[config.mk]
export PLATFORM = sky130hd
export DESIGN_NAME = lmp_led_mode_ctrl
export DESIGN_NICKNAME = d
export VERILOG_FILES = /design/src/lmp_sync.v /design/src/lmp_timer.v /design/src/lmp_led_mode_ctrl.v
export VERILOG_INCLUDE_DIRS = /design/src /design/src/src
export SDC_FILE = /design/constraint.sdc
export NUM_CORES = 1
export LEC_CHECK = 0
export BUFFER_PORTS_ARGS = -buffer_cell sky130_fd_sc_hd__buf_2
export CAP_MARGIN = 0
export CORE_ASPECT_RATIO = 1.5
export CORE_MARGIN = 3
export CORE_UTILIZATION = 50
export DETAILED_ROUTE_END_ITERATION = 10
export GPL_TIMING_DRIVEN = 1
export PLACE_DENSITY = 0.73
export SKIP_CTS_REPAIR_TIMING = 1
export SYNTH_ARGS = -nofsm -noshare
export SYNTH_HDL_FRONTEND = slang
export SYNTH_HIERARCHICAL = 1
export SYNTH_SLANG_ARGS = --single-unit
[constraint.sdc]
create_clock -name clk -period 1.95 [get_ports clk]
set_input_delay 0 -clock clk [delete_from_list [all_inputs] [get_ports clk]]
set_output_delay 0 -clock clk [all_outputs]
set_load 0.01 [all_outputs]
[src/lmp_defines.vh]
/*
  Constants for the LED mode and protection controller: register offsets,
  field positions, reset values and timing counts.
  Assumes a 50 MHz clock and a byte-wide register port behind an I2C slave.
*/
`ifndef LMP_DEFINES_VH
`define LMP_DEFINES_VH

// ==========================================================
// Register offsets
`define LMP_ADDR_CFG_A      8'h01
`define LMP_ADDR_CFG_B      8'h02
`define LMP_ADDR_TORCH      8'h05
`define LMP_ADDR_PHREF      8'h06
`define LMP_ADDR_THERM      8'h09
`define LMP_ADDR_STATUS     8'h17

// ==========================================================
// Field positions, config register A
`define LMP_A_LED1          0
`define LMP_A_LED2          1
`define LMP_A_THERM_EN      3
`define LMP_A_PH_BIAS       4
`define LMP_A_PH_SENSE      5
`define LMP_A_PL_FORCE      6
// Field positions, config register B
`define LMP_B_PRECHARGE     1
`define LMP_B_PUMP_EN       2
`define LMP_B_EXT_TRIG      3
`define LMP_B_I2C_TRIG      4
`define LMP_B_FLASH_SEL     5
`define LMP_B_PUMP_FLASH    6
`define LMP_B_IND_EN        7
// Thermistor register: clear bit on top of the threshold field.
`define LMP_T_CLEAR         7

// ==========================================================
// Reset values and thresholds
`define LMP_RST_CFG_A       8'h00
`define LMP_RST_CFG_B       8'h00
`define LMP_RST_TORCH       8'h00
`define LMP_RST_PHREF       8'h00
`define LMP_RST_THERM       8'h00
`define LMP_TORCH_LIMIT     8'h3F

// ==========================================================
// Timing
`define LMP_CLK_HZ          32'h02FA_F080
`define LMP_PL_TIMEOUT_MS   32'h0000_00C8
`define LMP_PL_TIMEOUT_CYC  ((`LMP_CLK_HZ / 32'h0000_03E8) * `LMP_PL_TIMEOUT_MS)

`endif

[src/lmp_sync.v]
/*
  Two flip-flop synchroniser for a bus of asynchronous levels.
  Assumes inputs are quasi-static levels from pins or comparators.
*/
`timescale 1ns/1ps
`default_nettype none
module lmp_sync #(
  parameter W = 1
) (
  input  wire         clk,
  input  wire         reset_n,
  input  wire [W-1:0] din,
  output reg  [W-1:0] dout
);
  reg [W-1:0] stage;

  // ==========================================================
  // Synchroniser
  // The first stage feeds only the second, to bound metastability.
  always @(posedge clk)
  begin
    if (!reset_n)
    begin
      stage <= {W{1'b0}};
      dout  <= {W{1'b0}};
    end
    else
    begin
      stage <= din;
      dout  <= stage;
    end
  end
endmodule
`default_nettype wire

[src/lmp_timer.v]
/*
  Picture-light time-out counter.
  Assumes run is a level; done rises after LIMIT cycles of run and holds.
*/
`timescale 1ns/1ps
`default_nettype none
module lmp_timer #(
  parameter [31:0] LIMIT = 32'h0098_9680
) (
  input  wire clk,
  input  wire reset_n,
  input  wire run,
  output reg  done
);
  reg [31:0] count;

  // ==========================================================
  // Counter
  always @(posedge clk)
  begin
    if (!reset_n || !run)
    begin
      count <= 32'h0000_0000;
      done  <= 1'b0;
    end
    else if (count >= LIMIT - 32'h0000_0001)
    begin
      done <= 1'b1;
    end
    else
    begin
      count <= count + 32'h0000_0001;
    end
  end
endmodule
`default_nettype wire

[src/lmp_led_mode_ctrl.v]
/*
  Mode and protection control for a dual-LED flash driver: torch/video,
  indicator, photo-sense cut-off latch, picture-light time-out and
  thermistor shutdown latch, behind a byte register port.
  Assumes an I2C slave front end drives the register port on clk, and that
  comparator and pin inputs are asynchronous to clk.
*/
`timescale 1ns/1ps
`default_nettype none
`include "lmp_defines.vh"
module lmp_led_mode_ctrl #(
  parameter [31:0] PL_TIMEOUT_CYC = `LMP_PL_TIMEOUT_CYC
) (
  input  wire       clk,
  input  wire       reset_n,
  input  wire [7:0] regAddr,
  input  wire [7:0] regWrData,
  input  wire       regWr,
  input  wire       regRd,
  output reg  [7:0] regRdData,
  input  wire       flashTriggerPin,
  input  wire       lightAboveRef,
  input  wire       thermistorBelowRef,
  input  wire       flashPulseRequest,
  output reg        flashOn,
  output reg        torchOn,
  output reg        pictureLightOn,
  output reg        indicatorFirstOn,
  output reg        indicatorSecondOn,
  output reg        gateDriveFirst,
  output reg        gateDriveSecond,
  output reg        pumpOn,
  output reg        sensorBiasOut,
  output reg        flashTimeoutEnable,
  output reg        pictureTimeoutExpired,
  output reg  [7:0] torchCurrentLevel,
  output reg  [7:0] photoReference,
  output reg  [6:0] thermistorThreshold
);
  // ==========================================================
  // Registers
  reg  [7:0] cfgA;
  reg  [7:0] cfgB;
  reg  [7:0] torchReg;
  reg  [7:0] phRef;
  reg  [7:0] thermReg;
  reg        lightLatch;
  reg        thermFault;
  reg        clearSeen;
  reg        trigPinPrev;
  reg        i2cTrigPrev;
  wire [2:0] syncIn;
  wire [2:0] syncOut;
  wire       trigPin;
  wire       lightHigh;
  wire       thermLow;
  wire       plExpired;
  wire       rearm;
  wire       indicatorEn;
  wire       flashSelect;
  wire       ledAny;
  wire       pumpReq;
  wire       flashActive;
  wire       torchActive;
  wire       plActive;
  wire       plTimerRun;
  reg  [7:0] next_rdData;

  function hit;
    input [7:0] addr;
    input [7:0] target;
    begin
      hit = (addr == target);
    end
  endfunction

  // ==========================================================
  // Input synchronisers
  assign syncIn = {thermistorBelowRef, lightAboveRef, flashTriggerPin};

  lmp_sync #(
    .W(3)
  ) uSync (
    .clk     (clk),
    .reset_n (reset_n),
    .din     (syncIn),
    .dout    (syncOut)
  );

  assign trigPin   = syncOut[0];
  assign lightHigh = syncOut[1];
  assign thermLow  = syncOut[2];

  // ==========================================================
  // Register writes
  // Written values take effect on the cycle after the strobe.
  always @(posedge clk)
  begin
    if (!reset_n)
    begin
      cfgA     <= `LMP_RST_CFG_A;
      cfgB     <= `LMP_RST_CFG_B;
      torchReg <= `LMP_RST_TORCH;
      phRef    <= `LMP_RST_PHREF;
      thermReg <= `LMP_RST_THERM;
    end
    else
    begin
      if (regWr && hit(regAddr, `LMP_ADDR_CFG_A))
        cfgA <= regWrData;
      if (regWr && hit(regAddr, `LMP_ADDR_CFG_B))
        cfgB <= regWrData;
      if (regWr && hit(regAddr, `LMP_ADDR_TORCH))
        torchReg <= regWrData;
      if (regWr && hit(regAddr, `LMP_ADDR_PHREF))
        phRef <= regWrData;
      if (regWr && hit(regAddr, `LMP_ADDR_THERM))
        thermReg <= regWrData;
    end
  end

  // ==========================================================
  // Mode decode
  assign indicatorEn = cfgB[`LMP_B_IND_EN];
  assign flashSelect = cfgB[`LMP_B_FLASH_SEL];
  assign ledAny      = cfgA[`LMP_A_LED1] | cfgA[`LMP_A_LED2];
  // Thermal fault kills the pump and every high-current mode.
  assign pumpReq     = cfgB[`LMP_B_PUMP_EN] & ~thermFault;
  // Light latch blocks the pulse until the next trigger.
  assign flashActive = flashSelect & flashPulseRequest & pumpReq & ~lightLatch;
  // Torch is suspended while the indicator is on and resumes after.
  assign torchActive = ~flashSelect & ledAny & pumpReq & ~indicatorEn;
  // Picture light shares the torch mirror but never joins a flash pulse.
  assign plActive    = torchActive & ~flashActive & ~plExpired;
  assign plTimerRun  = torchActive & ((torchReg > `LMP_TORCH_LIMIT) | cfgA[`LMP_A_PL_FORCE]);

  lmp_timer #(
    .LIMIT(PL_TIMEOUT_CYC)
  ) uTimer (
    .clk     (clk),
    .reset_n (reset_n),
    .run     (plTimerRun),
    .done    (plExpired)
  );

  // ==========================================================
  // Photo-sense latch and thermistor latch
  assign rearm = (trigPin & ~trigPinPrev & cfgB[`LMP_B_EXT_TRIG])
               | (cfgB[`LMP_B_I2C_TRIG] & ~i2cTrigPrev);

  always @(posedge clk)
  begin
    if (!reset_n)
    begin
      lightLatch  <= 1'b0;
      thermFault  <= 1'b0;
      clearSeen   <= 1'b0;
      trigPinPrev <= 1'b0;
      i2cTrigPrev <= 1'b0;
    end
    else
    begin
      trigPinPrev <= trigPin;
      i2cTrigPrev <= cfgB[`LMP_B_I2C_TRIG];
      // Detection during the pulse beats a rearm in the same cycle.
      if (cfgA[`LMP_A_PH_SENSE] && flashActive && lightHigh)
        lightLatch <= 1'b1;
      else if (rearm)
        lightLatch <= 1'b0;
      // The clear acts on the falling edge of the clear bit.
      clearSeen <= thermReg[`LMP_T_CLEAR];
      if (cfgA[`LMP_A_THERM_EN] && thermLow)
        thermFault <= 1'b1;
      else if (clearSeen && !thermReg[`LMP_T_CLEAR])
        thermFault <= 1'b0;
    end
  end

  // ==========================================================
  // Outputs
  always @(posedge clk)
  begin
    if (!reset_n)
    begin
      flashOn               <= 1'b0;
      torchOn               <= 1'b0;
      pictureLightOn        <= 1'b0;
      indicatorFirstOn      <= 1'b0;
      indicatorSecondOn     <= 1'b0;
      gateDriveFirst        <= 1'b0;
      gateDriveSecond       <= 1'b0;
      pumpOn                <= 1'b0;
      sensorBiasOut         <= 1'b0;
      flashTimeoutEnable    <= 1'b0;
      pictureTimeoutExpired <= 1'b0;
      torchCurrentLevel     <= 8'h00;
      photoReference        <= 8'h00;
      thermistorThreshold   <= 7'h00;
      regRdData             <= 8'h00;
    end
    else
    begin
      flashOn          <= flashActive;
      torchOn          <= torchActive;
      pictureLightOn   <= plActive;
      // Indicator current adds to flash current; torch is suspended while the indicator is on.
      indicatorFirstOn <= indicatorEn;
      indicatorSecondOn <= 1'b0;
      // Only a flash pulse drives the gates; a flash outranks the indicator.
      gateDriveFirst   <= flashActive & cfgA[`LMP_A_LED1];
      gateDriveSecond  <= flashActive & cfgA[`LMP_A_LED2];
      pumpOn           <= pumpReq;
      sensorBiasOut    <= pumpReq | cfgA[`LMP_A_PH_BIAS];
      // Indicator and torch never start the flash time-out; a flash keeps it for safety.
      flashTimeoutEnable <= flashActive;
      pictureTimeoutExpired <= plExpired;
      torchCurrentLevel <= torchReg;
      photoReference   <= phRef;
      thermistorThreshold <= thermReg[6:0];
      regRdData        <= next_rdData;
    end
  end

  // ==========================================================
  // Read mux
  // Unmapped addresses read as zero; data appear one cycle after regRd.
  always @*
  begin
    next_rdData = 8'h00;
    if (regRd)
    begin
      case (regAddr)
        `LMP_ADDR_CFG_A:  next_rdData = cfgA;
        `LMP_ADDR_CFG_B:  next_rdData = cfgB;
        `LMP_ADDR_TORCH:  next_rdData = torchReg;
        `LMP_ADDR_PHREF:  next_rdData = phRef;
        `LMP_ADDR_THERM:  next_rdData = thermReg;
        `LMP_ADDR_STATUS: next_rdData = {3'h0, plExpired, thermFault, lightLatch, torchActive, flashActive};
        default:          next_rdData = 8'h00;
      endcase
    end
  end
endmodule
`default_nettype wire

==> results.py <==
metrics = {
    "pwr": {
        "combPwrFrac": 0.030,
        "p_leak_uw": 0.00256,
        "internal_power_uw": 4410,
        "power_frac_seq": 0.454,
        "p_sw_frac": 0.214,
        "p_sw_uw": 1200,
        "power_density_nw_per_um2": 879,
        "p_clk_frac": 0.516,
        "max-vdd-ir-drop_uv": 628,
    },
    "timing": {
        "max_freq_mhz": 470,
        "max_slew.worst_pin.slew_ns": 0.652,
        "slew_headroom": 0.562,
        "hold_violations": 1,
        "fin_crit_ns": 2.13,
        "tns_ns": -1.92,
        "fin_worst_skew_ns": 0.00608,
        "layout_setup_ws_ns": -0.175,
        "hold_ws_ns": -0.00135,
        "setup-violations-final": 20,
        "rsz0062_at_grt": "yes",
        "slew_violations": 0,
        "final.period_utilization": 1.09,
    },
    "worst_setup_path": {
        "path_delay_family": "simple AND/OR/NAND/NOR gates",
        "crit_buf_inv": 1,
        "reg2reg_to": "uTimer/count[14]$_SDFFE_PP0N_",
        "worst-path-max-fanout": 21,
        "r2r_cells": 6,
        "crit_slowest_cell": "or4_4",
        "crit_path_cell_trace": "or4_4 -> a211oi_2 -> nand2_2 -> buf_12 -> or4_1 -> a21oi_1",
        "worst_setup_path_end_kind": "flop",
        "rrSetupSlack_ns": -0.18,
        "cp-start-kind": "flop",
        "slowest_delay_ns": 0.53,
        "required_ns": 2.29,
        "r2r-start": "uTimer/count[31]$_SDFFE_PP0N_",
        "crit_type": "reg2reg",
        "cp_data_arrival_time_ns": 2.47,
    },
    "clock_tree": {
        "numCtsBuffers": 17,
        "cts.sinks": 124,
        "clk_pin_slew_worst_paths_ns": 0.05,
        "insertion_delay_ns": 0.41,
        "root_buffer": "clkbuf_16",
        "cts_buffer_depth": 2,
        "cts_htree_levels": 4,
        "cts_tree": "done",
    },
    "synth": {
        "yosysTopAreaCellShare": 0.496,
        "ys.flop_type": "dfxtp_1",
        "synth_top_area_cell": "dfxtp_1",
        "async_flop_share": 0,
        "yosys_warnings": 6,
        "synth_cells": 540,
        "synth_area_leaders": "dfxtp_1, and2_1, a21oi_1",
        "syn_avg_cell_area_sq_um": 9.26,
        "yosysSeqAreaShare": 0.496,
        "syn_nets": 565,
        "synth-seq-cells": 124,
        "synth-edff-count": 0,
        "synth_cell_types": 62,
        "synth_area_sq_um": 5000,
    },
    "job": {
        "drv_cap": 0,
    },
    "placed_design": {
        "dp_hpwl_um": 8790,
        "port_buffers": 64,
        "gp_congestion": 0.883,
    },
    "grt": {
        "grt_use_total": 0.233,
        "grt_pass1_wl_um": 20300,
        "overflow": 0,
        "grt_pass1_vias": 4193,
        "grt_max_degree": 45,
        "antenna_found_initial": 0,
    },
    "final_layout": {
        "nNetsFinal": 661,
        "final_core_util": 0.654,
        "diodes": 0,
        "synthToLayoutAreaGrowth_pct": 27.5,
        "drive_gt1_frac": 0.243,
    },
    "detailed_routing": {
        "ant_nets": 0,
        "met3WireLength_um": 702,
        "vias_per_cell": 5.88,
        "drtIter0Drc": 277,
        "wl_per_cell_um": 17.3,
        "highest_layer": "met4",
        "num_vias": 4493,
        "wirelength_um": 13200,
        "wl_met2_um": 6840,
        "met1Wirelength_um": 5060,
        "drc": 0,
        "detail_route.first_pass.iterations": 5,
    },
    "floorplanning": {
        "core_area_sq_um": 9740,
        "die_h_um": 128,
        "ios": 66,
        "die_w_um": 87.7,
        "dieArea_sq_um": 11300,
        "rows": 44,
        "initial_utilization": 0.513,
    },
    "worst_hold_path": {
        "hold_class": "in2reg",
        "hold_start": "regAddr[7]",
        "min_to": "regRdData[5]$_SDFF_PN0_",
        "whs_path_depth": 3,
    },
    "outcome": {
        "status": "complete, but fails checks",
        "violations": "negative hold slack, negative setup slack",
    },
}
## worst register-to-register path: cells and delay by family (launching register included)
family | cells | cell delay, ns
compound gates | 2 | 0.42
buf+inv | 1 | 0.17
simple gates | 3 | 1.17
flops | 1 | 0.31
## layout by cell type (no fill, tap or decap), drive strengths merged, types with 6 or more instances in the layout
cell type	count
dfxtp	124
buf	96
nand2	62
a21oi	48
and2	39
nor2	30
nand3	25
clkbuf	22
mux2i	18
or4	16
and3	15
dlygate4sd3	13
o31ai	13
nand3b	11
o21ai	11
inv	9
or3	8
nor4	8
nand4	7
nor3	6
clkinvlp	6
## metal layers
| layer | GRT usage | vias to the layer above |
|---|---|---|
| met5 | 0 | - |
| met3 | 0.0692 | 38 |
| met4 | 0.125 | 0 |
| met1 | 0.257 | 2124 |
| met2 | 0.397 | 186 |
| li1 | - | 2145 |
## worst max path at each step
stage | slack (ns) | endpoint | startpoint | cells past startpoint
global route | -0.24 | uTimer/count[4]$_SDFFE_PP0N_ | uTimer/count[31]$_SDFFE_PP0N_ | 6
global placement | -0.11 | uTimer/count[4]$_SDFFE_PP0N_ | uTimer/count[27]$_SDFFE_PP0N_ | 6
finish | -0.18 | uTimer/count[14]$_SDFFE_PP0N_ | uTimer/count[31]$_SDFFE_PP0N_ | 6
floorplan | -0.03 | uTimer/count[4]$_SDFFE_PP0N_ | uTimer/count[27]$_SDFFE_PP0N_ | 6
detailed placement | -0.14 | uTimer/count[16]$_SDFFE_PP0N_ | uTimer/count[27]$_SDFFE_PP0N_ | 6
CTS | -0.17 | uTimer/count[16]$_SDFFE_PP0N_ | uTimer/count[27]$_SDFFE_PP0N_ | 6
## through the flow
step                area [sq um]  power [uW]  setup slack [ns]  cells
floorplan                   5010        2670           -0.0292    540
global placement            5540        2740            -0.115    715
detailed placement          5540        2740            -0.144    715
CTS                         6100        5620            -0.170    747
global route                6380        5790            -0.239    764
finish                      6380        5610            -0.175    764
## flip-flops by register name, indices dropped and copies added (netlist names), 3 cells and up
| register | count |
|---|---|
| phRef | 8 |
| photoReference | 8 |
| cfgB | 8 |
| torchCurrentLevel | 8 |
| uTimer/count | 32 |
| uSync/dout | 3 |
| thermistorThreshold | 7 |
| torchReg | 8 |
| cfgA | 8 |
| regRdData | 8 |
| thermReg | 8 |
| uSync/stage | 3 |
## power groups by stage
stage	registers [uW]	logic, uW	clock network [uW]
CTS	2550	143	2930
detailed placement	2600	143	0
finish	2550	166	2900
global placement	2600	141	0
floorplan	2600	75.8	0
global route	2540	177	3070
## cell families after synthesis
| group | after synthesis | synth area share |
|---|---|---|
| simple gates | 242 | 0.275 |
| flops | 124 | 0.496 |
| compound gates | 108 | 0.141 |
| buf+inv | 43 | 0.0415 |
| mux | 21 | 0.0428 |
| fa+ha+maj | 1 | 0.00250 |
| other cells | 1 | 0.000750 |
## final cells by class
class,count,area [sq um]
inverters,10,37.5
multi-input cells,373,2410
clock buffers,21,460
flip-flops and latches,124,2480
well taps,115,144
fillers,774,3370
clock inverters,11,95.1
repair buffers,110,744
## synth_stat cells, drive strengths merged (11+ instances only)
master and number:
mux2i 18, nor2 30, or4 16, nand3 25, a21oi 48, buf 17, clkbuf 16, o31ai 13
and3 15, and2 39, dfxtp 124, nand3b 11, nand2 62, o21ai 11
Note: power is estimated with default switching activity, not from simulation.
